--- config.mk ---
export PLATFORM = sky130hd
export DESIGN_NAME = spc_port_regs
export DESIGN_NICKNAME = d
export VERILOG_FILES = /design/src/hw/spc_pkg.sv /design/src/hw/spc_sat_counter.sv /design/src/hw/spc_port_regs.sv
export SDC_FILE = /design/constraint.sdc
export NUM_CORES = 2
export LEC_CHECK = 0
export CORE_ASPECT_RATIO = 1.1
export CORE_MARGIN = 4
export CORE_UTILIZATION = 50
export DETAILED_ROUTE_END_ITERATION = 8
export DONT_BUFFER_PORTS = 1
export GPL_TIMING_DRIVEN = 1
export SLEW_MARGIN = 20
export SYNTH_ARGS = -nofsm -noshare
export SYNTH_HDL_FRONTEND = slang
export SYNTH_SLANG_ARGS = --single-unit
--- constraint.sdc ---
create_clock -name clk -period 40 [get_ports clk]
set_clock_uncertainty 0.15 [all_clocks]
set_input_delay 4 -clock clk [delete_from_list [all_inputs] [get_ports clk]]
set_output_delay 4 -clock clk [all_outputs]
set_load 0.01 [all_outputs]
--- src/hw/spc_pkg.sv ---
// Constants and types for the per-port switch configuration register bank.
// Assumes a 10 MHz core clock; offsets are byte addresses in configuration space.
package spc_pkg;
    // Register offsets
    localparam logic [7:0]  OFS_CAP      = 8'h00;
    localparam logic [7:0]  OFS_INFO     = 8'h08;
    localparam logic [7:0]  OFS_PERF     = 8'h0c;
    localparam logic [7:0]  OFS_RANGE    = 8'h10;
    localparam logic [7:0]  OFS_SBASE    = 8'h14;
    // Capability header
    localparam logic [7:0]  CAP_ID       = 8'h08;
    localparam logic [7:0]  CAP_NEXT     = 8'h00;
    localparam logic [4:0]  CAP_TYPE     = 5'h08;
    // Port information field positions
    localparam int unsigned DP_LSB       = 0;
    localparam int unsigned DP_W         = 5;
    localparam int unsigned EN_BIT       = 5;
    localparam int unsigned CR_BIT       = 6;
    localparam int unsigned PIDX_LSB     = 8;
    localparam int unsigned PIDX_W       = 4;
    localparam int unsigned RIDX_LSB     = 16;
    localparam int unsigned RIDX_W       = 6;
    localparam int unsigned PLUG_BIT     = 22;
    localparam int unsigned HIDE_BIT     = 23;
    localparam int unsigned RENA_BIT     = 0;
    // Reset and fixed values
    localparam logic        CR_RESET     = 1'b0;
    localparam logic        CR_FIXED     = 1'b1;
    localparam logic [31:0] UNIMP_BASE   = 32'hffffffff;
    localparam logic [31:0] UNIMP_LIMIT  = 32'h00000000;
    // Counters and ranges
    localparam int unsigned NUM_CNT      = 12;
    localparam int unsigned CNT_W        = 32;
    localparam int unsigned DW_W         = 5;
    localparam int unsigned NUM_RANGES   = 4;
    localparam int unsigned RP_W         = 2;
    localparam int unsigned GRAN_LSB     = 24;
    // Reset sequencing times
    localparam int unsigned CLK_MHZ      = 10;
    localparam int unsigned PG_LOW_NS    = 1000;
    localparam int unsigned RST_HOLD_NS  = 1000;
    localparam int unsigned PG_LOW_CYC   = (PG_LOW_NS * CLK_MHZ + 999) / 1000;
    localparam int unsigned RST_HOLD_CYC = (RST_HOLD_NS * CLK_MHZ + 999) / 1000;
    typedef enum logic [1:0] {SEQ_IDLE, SEQ_HOLD, SEQ_PG_WAIT, SEQ_RST_WAIT} spc_seq_type;
endpackage : spc_pkg

--- src/hw/spc_sat_counter.sv ---
// Saturating traffic counter with clear-on-read and a test write path.
// Assumes clear, write and increment all come from the core clock domain.
module spc_sat_counter
    import spc_pkg::*;
#(
    parameter int unsigned W  = 32,
    parameter int unsigned AW = 5
) (
    input  logic          clk,
    input  logic          reset,
    input  logic          warm_clear,
    input  logic [AW-1:0] add,
    input  logic          rd_clear,
    input  logic          wr_en,
    input  logic [W-1:0]  wr_data,
    output logic [W-1:0]  count
);
    logic [W-1:0] count_r;
    logic [W-1:0] count_nxt;
    logic [W:0]   sum;

    always_comb begin
        sum = (W+1)'(count_r) + (W+1)'(add);
        if (warm_clear) begin
            count_nxt = '0;
        end else if (wr_en) begin
            count_nxt = wr_data;
        end else if (rd_clear) begin
            count_nxt = W'(add);
        end else if (sum[W]) begin
            count_nxt = '1;
        end else begin
            count_nxt = sum[W-1:0];
        end
    end

    always_ff @(posedge clk or posedge reset) begin
        if (reset) begin
            count_r <= '0;
        end else begin
            count_r <= count_nxt;
        end
    end

    assign count = count_r;
endmodule : spc_sat_counter

--- src/hw/spc_port_regs.sv ---
// Per-port switch configuration registers: port info, traffic counters,
// base/limit ranges, secondary base translation and internal-bus reset sequencing.
// Assumes cfg strobes, traffic events and routing requests are on clk; the plug pin is async.
//
// Notes on behaviour
// - Default port names legacy target on primary, upstream port on secondary.
// - Default port survives warm reset; new value steers after reset or link stop.
// - Primary with gate clear sends non-config requests to default port, else abort.
// - Gate set decodes through ranges; cleared by warm reset; zero on secondary.
// - Never forward to default port outside the ingress partition.
// - Cold select during bus reset drops power good and sequences reset.
// - Cold select optional: reads 1 if absent; changes mid-reset undefined.
// - Counter select picks counter; reserved selects read zero; warm reset clears.
// - Selects 0-2 rx commands, 3-5 rx dwords, 6-8 tx commands, 9-b tx dwords.
// - Reading counter data returns the value and clears that counter.
// - Counters saturate at full count; writes only for test.
// - Command counters count one per command packet on their channel.
// - Dword counters add each packet's total dwords on their channel.
// - Range index picks range and secondary base; warm reset clears it.
// - Index low bits pick word; upper bits pick the range pair.
// - Ranges 64 bit, 16 MB granular, bit 0 enables, limit low ones.
// - Unimplemented pairs read base all ones, limit all zeros.
// - Secondary base enable translates hits by the base difference.
// - Index bit 1 picks secondary base low or high word.
// - Plug status reads live hot-plug pin level; reserved on primary.
// - Hide aborts config from internal bus on primary; cold reset clears.
// - Capability block at offset 0 reports identifier 08h.
module spc_port_regs
    import spc_pkg::*;
#(
    parameter logic           PRIMARY     = 1'b1,
    parameter logic           CR_IMPL     = 1'b1,
    parameter logic           DP_WRITABLE = 1'b1,
    parameter logic [DP_W-1:0] DP_DEFAULT = 5'h01
) (
    input  logic              clk,
    input  logic              reset,
    input  logic              warm_reset,
    input  logic              link_stop_event,
    input  logic              cfg_rd,
    input  logic              cfg_wr,
    input  logic [7:0]        cfg_addr,
    input  logic [31:0]       cfg_wdata,
    output logic [31:0]       cfg_rdata,
    output logic              cfg_rack,
    input  logic              req_valid,
    input  logic              req_is_cfg,
    input  logic              req_compat,
    input  logic              req_from_vib,
    input  logic [63:0]       req_addr,
    input  logic [31:0]       ingress_mask,
    output logic              rt_valid,
    output logic              rt_default,
    output logic              rt_abort,
    output logic              rt_range_hit,
    output logic [63:0]       rt_xlat_addr,
    output logic [DP_W-1:0]   default_port_out,
    input  logic              rx_valid,
    input  logic [1:0]        rx_chan,
    input  logic [DW_W-1:0]   rx_dw,
    input  logic              tx_valid,
    input  logic [1:0]        tx_chan,
    input  logic [DW_W-1:0]   tx_dw,
    input  logic              plug_status_n_pin,
    input  logic              sec_bus_reset,
    output logic              power_good_out,
    output logic              sec_reset_out
);

    // Port information group
    logic [DP_W-1:0]   dp_r, dp_nxt, dp_act_r, dp_act_nxt;
    logic              en_r, en_nxt, cr_r, cr_nxt, hide_r, hide_nxt;
    logic [PIDX_W-1:0] pidx_r, pidx_nxt;
    logic [RIDX_W-1:0] ridx_r, ridx_nxt;
    logic              cr_eff;
    logic              info_wr, range_wr, sbase_wr, perf_sel;
    logic [3:0]        pair;
    logic              pair_ok;
    logic [RP_W-1:0]   pi;

    assign info_wr  = cfg_wr && cfg_addr == OFS_INFO;
    assign range_wr = cfg_wr && cfg_addr == OFS_RANGE;
    assign sbase_wr = cfg_wr && cfg_addr == OFS_SBASE;
    assign perf_sel = cfg_addr == OFS_PERF;
    assign pair     = ridx_r[5:2];
    assign pair_ok  = 32'(pair) < NUM_RANGES;
    assign pi       = pair[RP_W-1:0];
    assign cr_eff   = CR_IMPL ? cr_r : CR_FIXED;

    always_comb begin
        dp_nxt     = dp_r;
        dp_act_nxt = dp_act_r;
        en_nxt     = en_r;
        cr_nxt     = cr_r;
        hide_nxt   = hide_r;
        pidx_nxt   = pidx_r;
        ridx_nxt   = ridx_r;
        if (warm_reset || link_stop_event) begin
            dp_act_nxt = dp_r;
        end
        if (warm_reset) begin
            en_nxt   = 1'b0;
            cr_nxt   = CR_RESET;
            pidx_nxt = '0;
            ridx_nxt = '0;
        end else if (info_wr) begin
            if (DP_WRITABLE) begin
                dp_nxt = cfg_wdata[DP_LSB +: DP_W];
            end
            en_nxt   = PRIMARY & cfg_wdata[EN_BIT];
            cr_nxt   = cfg_wdata[CR_BIT];
            hide_nxt = PRIMARY & cfg_wdata[HIDE_BIT];
            pidx_nxt = cfg_wdata[PIDX_LSB +: PIDX_W];
            ridx_nxt = cfg_wdata[RIDX_LSB +: RIDX_W];
        end
    end

    always_ff @(posedge clk or posedge reset) begin
        if (reset) begin
            dp_r     <= DP_DEFAULT;
            dp_act_r <= DP_DEFAULT;
            en_r     <= 1'b0;
            cr_r     <= CR_RESET;
            hide_r   <= 1'b0;
            pidx_r   <= '0;
            ridx_r   <= '0;
        end else begin
            dp_r     <= dp_nxt;
            dp_act_r <= dp_act_nxt;
            en_r     <= en_nxt;
            cr_r     <= cr_nxt;
            hide_r   <= hide_nxt;
            pidx_r   <= pidx_nxt;
            ridx_r   <= ridx_nxt;
        end
    end

    assign default_port_out = dp_act_r;

    // Range and secondary base group; bits below 16 MB are not stored
    logic [63:GRAN_LSB] base_r [NUM_RANGES];
    logic [63:GRAN_LSB] base_nxt [NUM_RANGES];
    logic [63:GRAN_LSB] lim_r [NUM_RANGES];
    logic [63:GRAN_LSB] lim_nxt [NUM_RANGES];
    logic [63:GRAN_LSB] sb_r [NUM_RANGES];
    logic [63:GRAN_LSB] sb_nxt [NUM_RANGES];
    logic [NUM_RANGES-1:0] ben_r, ben_nxt, sben_r, sben_nxt;

    always_comb begin
        base_nxt = base_r;
        lim_nxt  = lim_r;
        sb_nxt   = sb_r;
        ben_nxt  = ben_r;
        sben_nxt = sben_r;
        if (warm_reset) begin
            for (int i = 0; i < NUM_RANGES; i++) begin
                base_nxt[i] = '0;
                lim_nxt[i]  = '0;
                sb_nxt[i]   = '0;
            end
            ben_nxt  = '0;
            sben_nxt = '0;
        end else if (range_wr && pair_ok) begin
            unique case (ridx_r[1:0])
                2'h0: begin
                    base_nxt[pi][31:GRAN_LSB] = cfg_wdata[31:GRAN_LSB];
                    ben_nxt[pi]               = cfg_wdata[RENA_BIT];
                end
                2'h1: base_nxt[pi][63:32] = cfg_wdata;
                2'h2: lim_nxt[pi][31:GRAN_LSB] = cfg_wdata[31:GRAN_LSB];
                2'h3: lim_nxt[pi][63:32] = cfg_wdata;
            endcase
        end else if (sbase_wr && pair_ok) begin
            if (ridx_r[1]) begin
                sb_nxt[pi][63:32] = cfg_wdata;
            end else begin
                sb_nxt[pi][31:GRAN_LSB] = cfg_wdata[31:GRAN_LSB];
                sben_nxt[pi]            = cfg_wdata[RENA_BIT];
            end
        end
    end

    always_ff @(posedge clk or posedge reset) begin
        if (reset) begin
            for (int i = 0; i < NUM_RANGES; i++) begin
                base_r[i] <= '0;
                lim_r[i]  <= '0;
                sb_r[i]   <= '0;
            end
            ben_r  <= '0;
            sben_r <= '0;
        end else begin
            base_r <= base_nxt;
            lim_r  <= lim_nxt;
            sb_r   <= sb_nxt;
            ben_r  <= ben_nxt;
            sben_r <= sben_nxt;
        end
    end

    // Traffic counters
    logic [CNT_W-1:0] cnt [NUM_CNT];
    logic             perf_ok;

    assign perf_ok = 32'(pidx_r) < NUM_CNT;

    for (genvar k = 0; k < NUM_CNT; k++) begin : g_cnt
        localparam int unsigned G = k / 3;
        localparam logic [1:0]  CH = 2'(k % 3);
        logic            ev;
        logic [DW_W-1:0] amt;
        logic            sel;
        assign ev  = (G < 2) ? (rx_valid && rx_chan == CH) : (tx_valid && tx_chan == CH);
        assign amt = !ev ? '0 : (G % 2 == 0) ? DW_W'(1) : ((G < 2) ? rx_dw : tx_dw);
        assign sel = perf_sel && pidx_r == PIDX_W'(k);
        spc_sat_counter #(.W(CNT_W), .AW(DW_W)) u_cnt (
            .clk        (clk),
            .reset      (reset),
            .warm_clear (warm_reset),
            .add        (amt),
            .rd_clear   (sel && cfg_rd),
            .wr_en      (sel && cfg_wr),
            .wr_data    (cfg_wdata),
            .count      (cnt[k])
        );
    end

    // Plug pin synchroniser; level moves once stages two and three agree
    logic plug_s1_r, plug_s2_r, plug_s3_r, plug_lvl_r, plug_lvl_nxt;

    always_comb begin
        plug_lvl_nxt = (plug_s2_r == plug_s3_r) ? plug_s3_r : plug_lvl_r;
    end

    always_ff @(posedge clk or posedge reset) begin
        if (reset) begin
            plug_s1_r  <= 1'b1;
            plug_s2_r  <= 1'b1;
            plug_s3_r  <= 1'b1;
            plug_lvl_r <= 1'b1;
        end else begin
            plug_s1_r  <= plug_status_n_pin;
            plug_s2_r  <= plug_s1_r;
            plug_s3_r  <= plug_s2_r;
            plug_lvl_r <= plug_lvl_nxt;
        end
    end

    // Read path
    logic [31:0] rd_val, rdata_r, rdata_nxt;
    logic        rack_r, rack_nxt;

    always_comb begin
        rd_val = 32'h00000000;
        unique case (cfg_addr)
            OFS_CAP:   rd_val = {CAP_TYPE, 11'h000, CAP_NEXT, CAP_ID};
            OFS_INFO:  rd_val = {8'h00, hide_r, PRIMARY ? 1'b0 : plug_lvl_r, ridx_r, 4'h0,
                                 pidx_r, 1'b0, cr_eff, en_r, dp_r};
            OFS_PERF:  rd_val = perf_ok ? cnt[pidx_r] : 32'h00000000;
            OFS_RANGE: begin
                if (!pair_ok) begin
                    rd_val = ridx_r[1] ? UNIMP_LIMIT : UNIMP_BASE;
                end else begin
                    unique case (ridx_r[1:0])
                        2'h0: rd_val = {base_r[pi][31:GRAN_LSB], 23'h000000, ben_r[pi]};
                        2'h1: rd_val = base_r[pi][63:32];
                        2'h2: rd_val = {lim_r[pi][31:GRAN_LSB], 24'h000000};
                        2'h3: rd_val = lim_r[pi][63:32];
                    endcase
                end
            end
            OFS_SBASE: begin
                if (pair_ok) begin
                    rd_val = ridx_r[1] ? sb_r[pi][63:32]
                                       : {sb_r[pi][31:GRAN_LSB], 23'h000000, sben_r[pi]};
                end
            end
            default:   rd_val = 32'h00000000;
        endcase
        rdata_nxt = cfg_rd ? rd_val : rdata_r;
        rack_nxt  = cfg_rd;
    end

    always_ff @(posedge clk or posedge reset) begin
        if (reset) begin
            rdata_r <= '0;
            rack_r  <= 1'b0;
        end else begin
            rdata_r <= rdata_nxt;
            rack_r  <= rack_nxt;
        end
    end

    assign cfg_rdata = rdata_r;
    assign cfg_rack  = rack_r;

    // Routing decode, one cycle latency
    logic              hit, dflt, abort;
    logic [63:0]       xlat;
    logic              rtv_r, rtd_r, rta_r, rth_r;
    logic              rtv_nxt, rtd_nxt, rta_nxt, rth_nxt;
    logic [63:0]       rtx_r, rtx_nxt;

    always_comb begin
        hit  = 1'b0;
        xlat = req_addr;
        for (int i = NUM_RANGES - 1; i >= 0; i--) begin
            if (ben_r[i] && req_addr[63:GRAN_LSB] >= base_r[i]
                         && req_addr[63:GRAN_LSB] <= lim_r[i]) begin
                hit = 1'b1;
                if (sben_r[i]) begin
                    xlat = {req_addr[63:GRAN_LSB] - base_r[i] + sb_r[i],
                            req_addr[GRAN_LSB-1:0]};
                end else begin
                    xlat = req_addr;
                end
            end
        end
        if (PRIMARY) begin
            dflt = !req_is_cfg && (!en_r || req_compat);
        end else begin
            dflt = !hit;
        end
        abort = (dflt && !ingress_mask[dp_act_r])
             || (PRIMARY && hide_r && req_is_cfg && req_from_vib);
        rtv_nxt = req_valid;
        rtd_nxt = req_valid && dflt && !abort;
        rta_nxt = req_valid && abort;
        rth_nxt = req_valid && hit && !dflt && !abort;
        rtx_nxt = req_valid ? xlat : rtx_r;
    end

    always_ff @(posedge clk or posedge reset) begin
        if (reset) begin
            rtv_r <= 1'b0;
            rtd_r <= 1'b0;
            rta_r <= 1'b0;
            rth_r <= 1'b0;
            rtx_r <= '0;
        end else begin
            rtv_r <= rtv_nxt;
            rtd_r <= rtd_nxt;
            rta_r <= rta_nxt;
            rth_r <= rth_nxt;
            rtx_r <= rtx_nxt;
        end
    end

    assign rt_valid     = rtv_r;
    assign rt_default   = rtd_r;
    assign rt_abort     = rta_r;
    assign rt_range_hit = rth_r;
    assign rt_xlat_addr = rtx_r;

    // Internal bus reset sequencer; cold choice latched when reset starts
    spc_seq_type st_r, st_nxt;
    logic [7:0]  seq_cnt_r, seq_cnt_nxt;
    logic        cold_r, cold_nxt, pg_r, pg_nxt, srst_r, srst_nxt;

    always_comb begin
        st_nxt      = st_r;
        seq_cnt_nxt = seq_cnt_r;
        cold_nxt    = cold_r;
        unique case (st_r)
            SEQ_IDLE: if (sec_bus_reset) begin
                st_nxt   = SEQ_HOLD;
                cold_nxt = cr_eff;
            end
            SEQ_HOLD: if (!sec_bus_reset) begin
                st_nxt      = cold_r ? SEQ_PG_WAIT : SEQ_RST_WAIT;
                seq_cnt_nxt = cold_r ? 8'(PG_LOW_CYC) : 8'(RST_HOLD_CYC);
            end
            SEQ_PG_WAIT: if (seq_cnt_r == 8'h01) begin
                st_nxt      = SEQ_RST_WAIT;
                seq_cnt_nxt = 8'(RST_HOLD_CYC);
            end else begin
                seq_cnt_nxt = seq_cnt_r - 8'h01;
            end
            SEQ_RST_WAIT: if (seq_cnt_r == 8'h01) begin
                st_nxt = SEQ_IDLE;
            end else begin
                seq_cnt_nxt = seq_cnt_r - 8'h01;
            end
        endcase
        pg_nxt   = !(cold_nxt && (st_nxt == SEQ_HOLD || st_nxt == SEQ_PG_WAIT));
        srst_nxt = st_nxt != SEQ_IDLE;
    end

    always_ff @(posedge clk or posedge reset) begin
        if (reset) begin
            st_r      <= SEQ_IDLE;
            seq_cnt_r <= '0;
            cold_r    <= 1'b0;
            pg_r      <= 1'b1;
            srst_r    <= 1'b0;
        end else begin
            st_r      <= st_nxt;
            seq_cnt_r <= seq_cnt_nxt;
            cold_r    <= cold_nxt;
            pg_r      <= pg_nxt;
            srst_r    <= srst_nxt;
        end
    end

    assign power_good_out = pg_r;
    assign sec_reset_out  = srst_r;
endmodule : spc_port_regs

==> run_summary.xml <==
<?xml version="1.0" encoding="UTF-8"?>
<metrics>
  <group name="setup_path">
    <metric name="worst_setup_path_start_kind" unit="">input port</metric>
    <metric name="slowest_stage_cell_on_the_critical_path" unit="">sky130_fd_sc_hd__nor4_2</metric>
    <metric name="worst-endpoint-arrival" unit="ps">9830</metric>
    <metric name="cp.required" unit="ps">40520</metric>
    <metric name="rrSetupSlack" unit="ps">33480</metric>
    <metric name="timing.critical_path.fanout_max" unit="">11</metric>
    <metric name="rr_startpoint" unit="">lim_r[79]</metric>
    <metric name="critical_path.n_buffers_inverters" unit="">1</metric>
    <metric name="timing.critical_path.max_delay_family" unit="">simple AND/OR/NAND/NOR gates</metric>
    <metric name="reg2regPathDepth" unit="">14</metric>
    <metric name="timing.critical_path.cells" unit="">ha_1 -&gt; nand4_1 -&gt; nor4_1 -&gt; nand3_1 -&gt; nor4_2 -&gt; nor3b_2 -&gt; o21ai_1 -&gt; nand3_1 -&gt; buf_4 -&gt; nand2_1 -&gt; o221ai_1 -&gt; o21ai_0 -&gt; a221o_1</metric>
    <metric name="timing.critical_path.slowest_cell_delay" unit="ps">920</metric>
    <metric name="worstSetupPathType" unit="">in -&gt; reg</metric>
    <metric name="worstReg2RegEnd" unit="">rt_xlat_addr[27]</metric>
    <metric name="critical-path-top-cell-by-count" unit="">sky130_fd_sc_hd__nand3_1</metric>
    <metric name="worst_setup_ep_type" unit="">flop</metric>
  </group>
  <group name="global_route">
    <metric name="grt_max_degree" unit="">423</metric>
    <metric name="antenna_found_initial" unit="">9</metric>
    <metric name="grt_pass1_wl" unit="µm">470400</metric>
    <metric name="first_global_vias" unit="">69740</metric>
    <metric name="groute.usage.overall" unit="%">38.43</metric>
    <metric name="grt_overflow_total" unit="">0</metric>
  </group>
  <group name="sta">
    <metric name="setup_viol_count_final" unit="">0</metric>
    <metric name="maxClockFrequency" unit="GHz">0.1074</metric>
    <metric name="finalCriticalPeriod" unit="ps">9311</metric>
    <metric name="slew_headroom" unit="%">-23.75</metric>
    <metric name="slew_of_the_pin_with_the_lowest_slew_margin" unit="ps">1856</metric>
    <metric name="slew_viol_final" unit="">155</metric>
    <metric name="finalCritPeriodShare" unit="%">23.28</metric>
    <metric name="report.final.hold_viol_count" unit="">0</metric>
    <metric name="setup-tns-final" unit="ps">0</metric>
    <metric name="rsz0062_at_grt" unit="">false</metric>
  </group>
  <group name="floorplan">
    <metric name="die_y" unit="µm">425.8</metric>
    <metric name="rows" unit="">153</metric>
    <metric name="die_area" unit="µm²">165200</metric>
    <metric name="top_level_ports" unit="">272</metric>
    <metric name="dieWidth" unit="µm">387.9</metric>
    <metric name="initial_core_util" unit="%">50.25</metric>
    <metric name="core_area" unit="µm²">157900</metric>
  </group>
  <group name="layout">
    <metric name="num-fill-cells" unit="">14750</metric>
    <metric name="synthToLayoutAreaGrowth" unit="%">7.544</metric>
    <metric name="stdcell_area" unit="µm²">85350</metric>
    <metric name="finalNetCount" unit="">9942</metric>
    <metric name="final_cell_count_no_fill" unit="">11280</metric>
    <metric name="layout-drive-gt1-share" unit="%">8.119</metric>
    <metric name="layout.area.seq" unit="µm²">25270</metric>
    <metric name="multi_input_comb_area" unit="µm²">48570</metric>
  </group>
  <group name="clocking">
    <metric name="number_of_cts_inserted_buffers" unit="">116</metric>
    <metric name="cts_tree" unit="">done</metric>
    <metric name="clock_tree.htree_level_count" unit="">3</metric>
    <metric name="clk_transition_reported_paths" unit="ps">60</metric>
    <metric name="worstSkewPairLatency" unit="ps">800</metric>
    <metric name="clock_sink_count" unit="">1009</metric>
    <metric name="cts_repair_resize_count" unit="">0</metric>
    <metric name="cts_hold_buf" unit="">0</metric>
    <metric name="cts.repair_timing.setup_buffer_count" unit="">0</metric>
    <metric name="clockRootBuffer" unit="">sky130_fd_sc_hd__clkbuf_16</metric>
    <metric name="cts.path.max_buffers" unit="">3</metric>
  </group>
  <group name="yosys">
    <metric name="synth_top_cells_by_area" unit="">sky130_fd_sc_hd__dfrtp_1 32%, sky130_fd_sc_hd__ha_1 8.3%, sky130_fd_sc_hd__mux4_2 6.7%, sky130_fd_sc_hd__nand2_1 6.5%, sky130_fd_sc_hd__a21oi_1 5.0%</metric>
    <metric name="asyncSetResetFlopFracSynth" unit="%">100.0</metric>
    <metric name="ys_ff_latch" unit="">1009</metric>
    <metric name="synth_nets" unit="">10270</metric>
    <metric name="yosys.area.top_type" unit="">sky130_fd_sc_hd__dfrtp_1</metric>
    <metric name="dominantRegCellSynth" unit="">sky130_fd_sc_hd__dfrtp_1</metric>
    <metric name="edff_count_synth" unit="">0</metric>
    <metric name="portion_of_the_post_synthesis_area_used_by_sequential_elements" unit="%">31.82</metric>
    <metric name="synth_area_per_cell" unit="µm²">8.429</metric>
    <metric name="yosysWarningCount" unit="">0</metric>
    <metric name="yosysTopAreaCellShare" unit="%">31.72</metric>
    <metric name="syn_area" unit="µm²">79360</metric>
    <metric name="synth_cell_type_count" unit="">96</metric>
    <metric name="synthCells" unit="">9415</metric>
  </group>
  <group name="place">
    <metric name="detailedPlacementHpwl" unit="µm">237300</metric>
    <metric name="placed_area" unit="µm²">81260</metric>
    <metric name="io_buffers" unit="">0</metric>
    <metric name="placed_cells_incl_taps" unit="">11060</metric>
    <metric name="gp_congestion" unit="">1.061</metric>
  </group>
  <group name="run">
    <metric name="drv_cap" unit="">0</metric>
  </group>
  <group name="drt">
    <metric name="detailedRoute.firstPassIterationCount" unit="">6</metric>
    <metric name="route.vias.total" unit="">71510</metric>
    <metric name="post_drt_via_cell_ratio" unit="">6.338</metric>
    <metric name="wl_per_cell" unit="µm">28.77</metric>
    <metric name="drt_wl_total" unit="µm">324600</metric>
    <metric name="drt.antenna.violating_nets" unit="">0</metric>
    <metric name="drc_errors" unit="">0</metric>
    <metric name="drtIter0Drc" unit="">7608</metric>
  </group>
  <group name="min_path">
    <metric name="worst_hold_startpoint" unit="">sb_r[128]</metric>
    <metric name="min_path_type" unit="">reg -&gt; reg</metric>
    <metric name="worst_hold_path.endpoint" unit="">sb_r[128]</metric>
    <metric name="timing.hold.worst_path_depth" unit="">2</metric>
  </group>
  <group name="outcome">
    <metric name="violated_checks" unit="">slew limit</metric>
    <metric name="outcome" unit="">complete, but fails checks</metric>
  </group>
  <group name="pwr">
    <metric name="total_power" unit="µW">2573</metric>
    <metric name="ir_drop" unit="µV">45.27</metric>
    <metric name="static-leakage-power" unit="µW">0.03507</metric>
    <metric name="pwr_dens" unit="nW/µm²">30.15</metric>
  </group>
</metrics>
[cells in the final DEF (no fill, tap or decap), types with 140 or more instances in the layout]
| cell | n |
|---|---|
| sky130_fd_sc_hd__nand2_1 | 1376 |
| sky130_fd_sc_hd__xnor2_1 | 242 |
| sky130_fd_sc_hd__dfrtp_1 | 998 |
| sky130_fd_sc_hd__o31ai_1 | 215 |
| sky130_fd_sc_hd__xor2_1 | 202 |
| sky130_fd_sc_hd__a211oi_1 | 262 |
| sky130_fd_sc_hd__buf_4 | 140 |
| sky130_fd_sc_hd__inv_1 | 983 |
| sky130_fd_sc_hd__ha_1 | 525 |
| sky130_fd_sc_hd__o21ai_0 | 541 |
| sky130_fd_sc_hd__fa_1 | 162 |
| sky130_fd_sc_hd__a21oi_1 | 794 |
| sky130_fd_sc_hd__nor2_1 | 674 |
| sky130_fd_sc_hd__nand3_1 | 239 |
| sky130_fd_sc_hd__mux4_2 | 235 |
[power breakdown]
part	switching, µW	internal [µW]	leakage (µW)
Clock	490	661	0.00195
Sequential	19.0	1040	0.0139
Combinational	236	130	0.0192
Total	745	1830	0.0351
[worst reg2reg max path, delay by kind of cell (launching register included)]
family	cells	cell delay, ps
AND/OR/NAND/NOR	7	3740
buffers and inverters	2	380
AO/OA/AOI/OAI	4	1450
adder cells (fa/ha/maj)	1	290
flip-flops	1	380
[worst max path at each step]
| stage | start | endpoint | depth (start not counted) |
|---|---|---|---|
| after floorplan | reset | base_r[0] | 1 |
| after global placement | req_addr[33] | rt_xlat_addr[39] | 13 |
| after detailed placement | req_addr[33] | rt_xlat_addr[39] | 13 |
| after CTS | req_addr[33] | rt_xlat_addr[39] | 13 |
| after global routing | req_addr[61] | rt_xlat_addr[39] | 13 |
| final | req_addr[62] | rt_xlat_addr[27] | 13 |
[layout make-up]
| cell class | instances | share of cell area [%] |
|---|---|---|
| multi-input combinational | 6831 | 56.91 |
| timing repair buffer | 144 | 1.315 |
| clock inverter | 44 | 0.6744 |
| tap | 2092 | 3.067 |
| inverter | 989 | 4.359 |
| antenna | 4 | 0.01173 |
| sequential | 1009 | 29.61 |
| clock buffer | 171 | 4.046 |
[through the flow]
stage	util [%]	hold WS [ps]	setup slack [ps]
3_3_place_gp	51.44	332.6	30290
6_report	54.04	352.4	30690
5_1_grt	54.03	373.0	30790
2_1_floorplan	-	315.2	7464
4_1_cts	54.00	352.2	31100
3_5_place_dp	51.45	339.6	30280
[cells by family (layout without fill, tap and decap cells)]
logic type | count (synthesis) | count (layout) | synth area share (%)
AND/OR/NAND/NOR | 2933 | 2933 | 16.17
AO/OA/AOI/OAI | 2398 | 2398 | 18.75
buffers and inverters | 1575 | 1348 | 7.569
flip-flops | 1009 | 1009 | 31.82
adder cells (fa/ha/maj) | 687 | 687 | 12.36
XOR/XNOR | 444 | 444 | 4.900
multiplexers | 369 | 369 | 8.429
other | 0 | 4 | 0
[metal layers]
| metal | track usage, % | wire [µm] |
|---|---|---|
| met5 | 0 | 43 |
| met4 | 25.44 | 25510 |
| met3 | 8.296 | 29540 |
| met2 | 60.24 | 145300 |
| met1 | 47.96 | 124200 |
[cells in the mapped netlist, drive strengths merged, types with 42 or more instances]
cell type / instances
inv: 987
a211oi: 262
a21o: 134
mux2i: 90
fa: 162
nand4: 127
o31ai: 217
xnor2: 242
buf: 96
o211ai: 58
ha: 525
dfrtp: 1006
clkbuf: 489
mux4: 235
nand2: 1377
o21a: 42
nor2: 695
nand2b: 42
xor2: 202
and3: 101
o22ai: 55
nand3: 244
mux2: 44
nor3: 153
o21ai: 564
a21oi: 798
[registers in the layout, summed over array words and instances, names as in the netlist, 6 cells and up]
signal             flops
g_cnt.u_cnt.count    384
base_r               160
lim_r                160
sb_r                 160
rt_xlat_addr          64
cfg_rdata             32
seq_cnt_r              8
ridx_r                 6
Note: power is estimated with default switching activity, not from simulation.
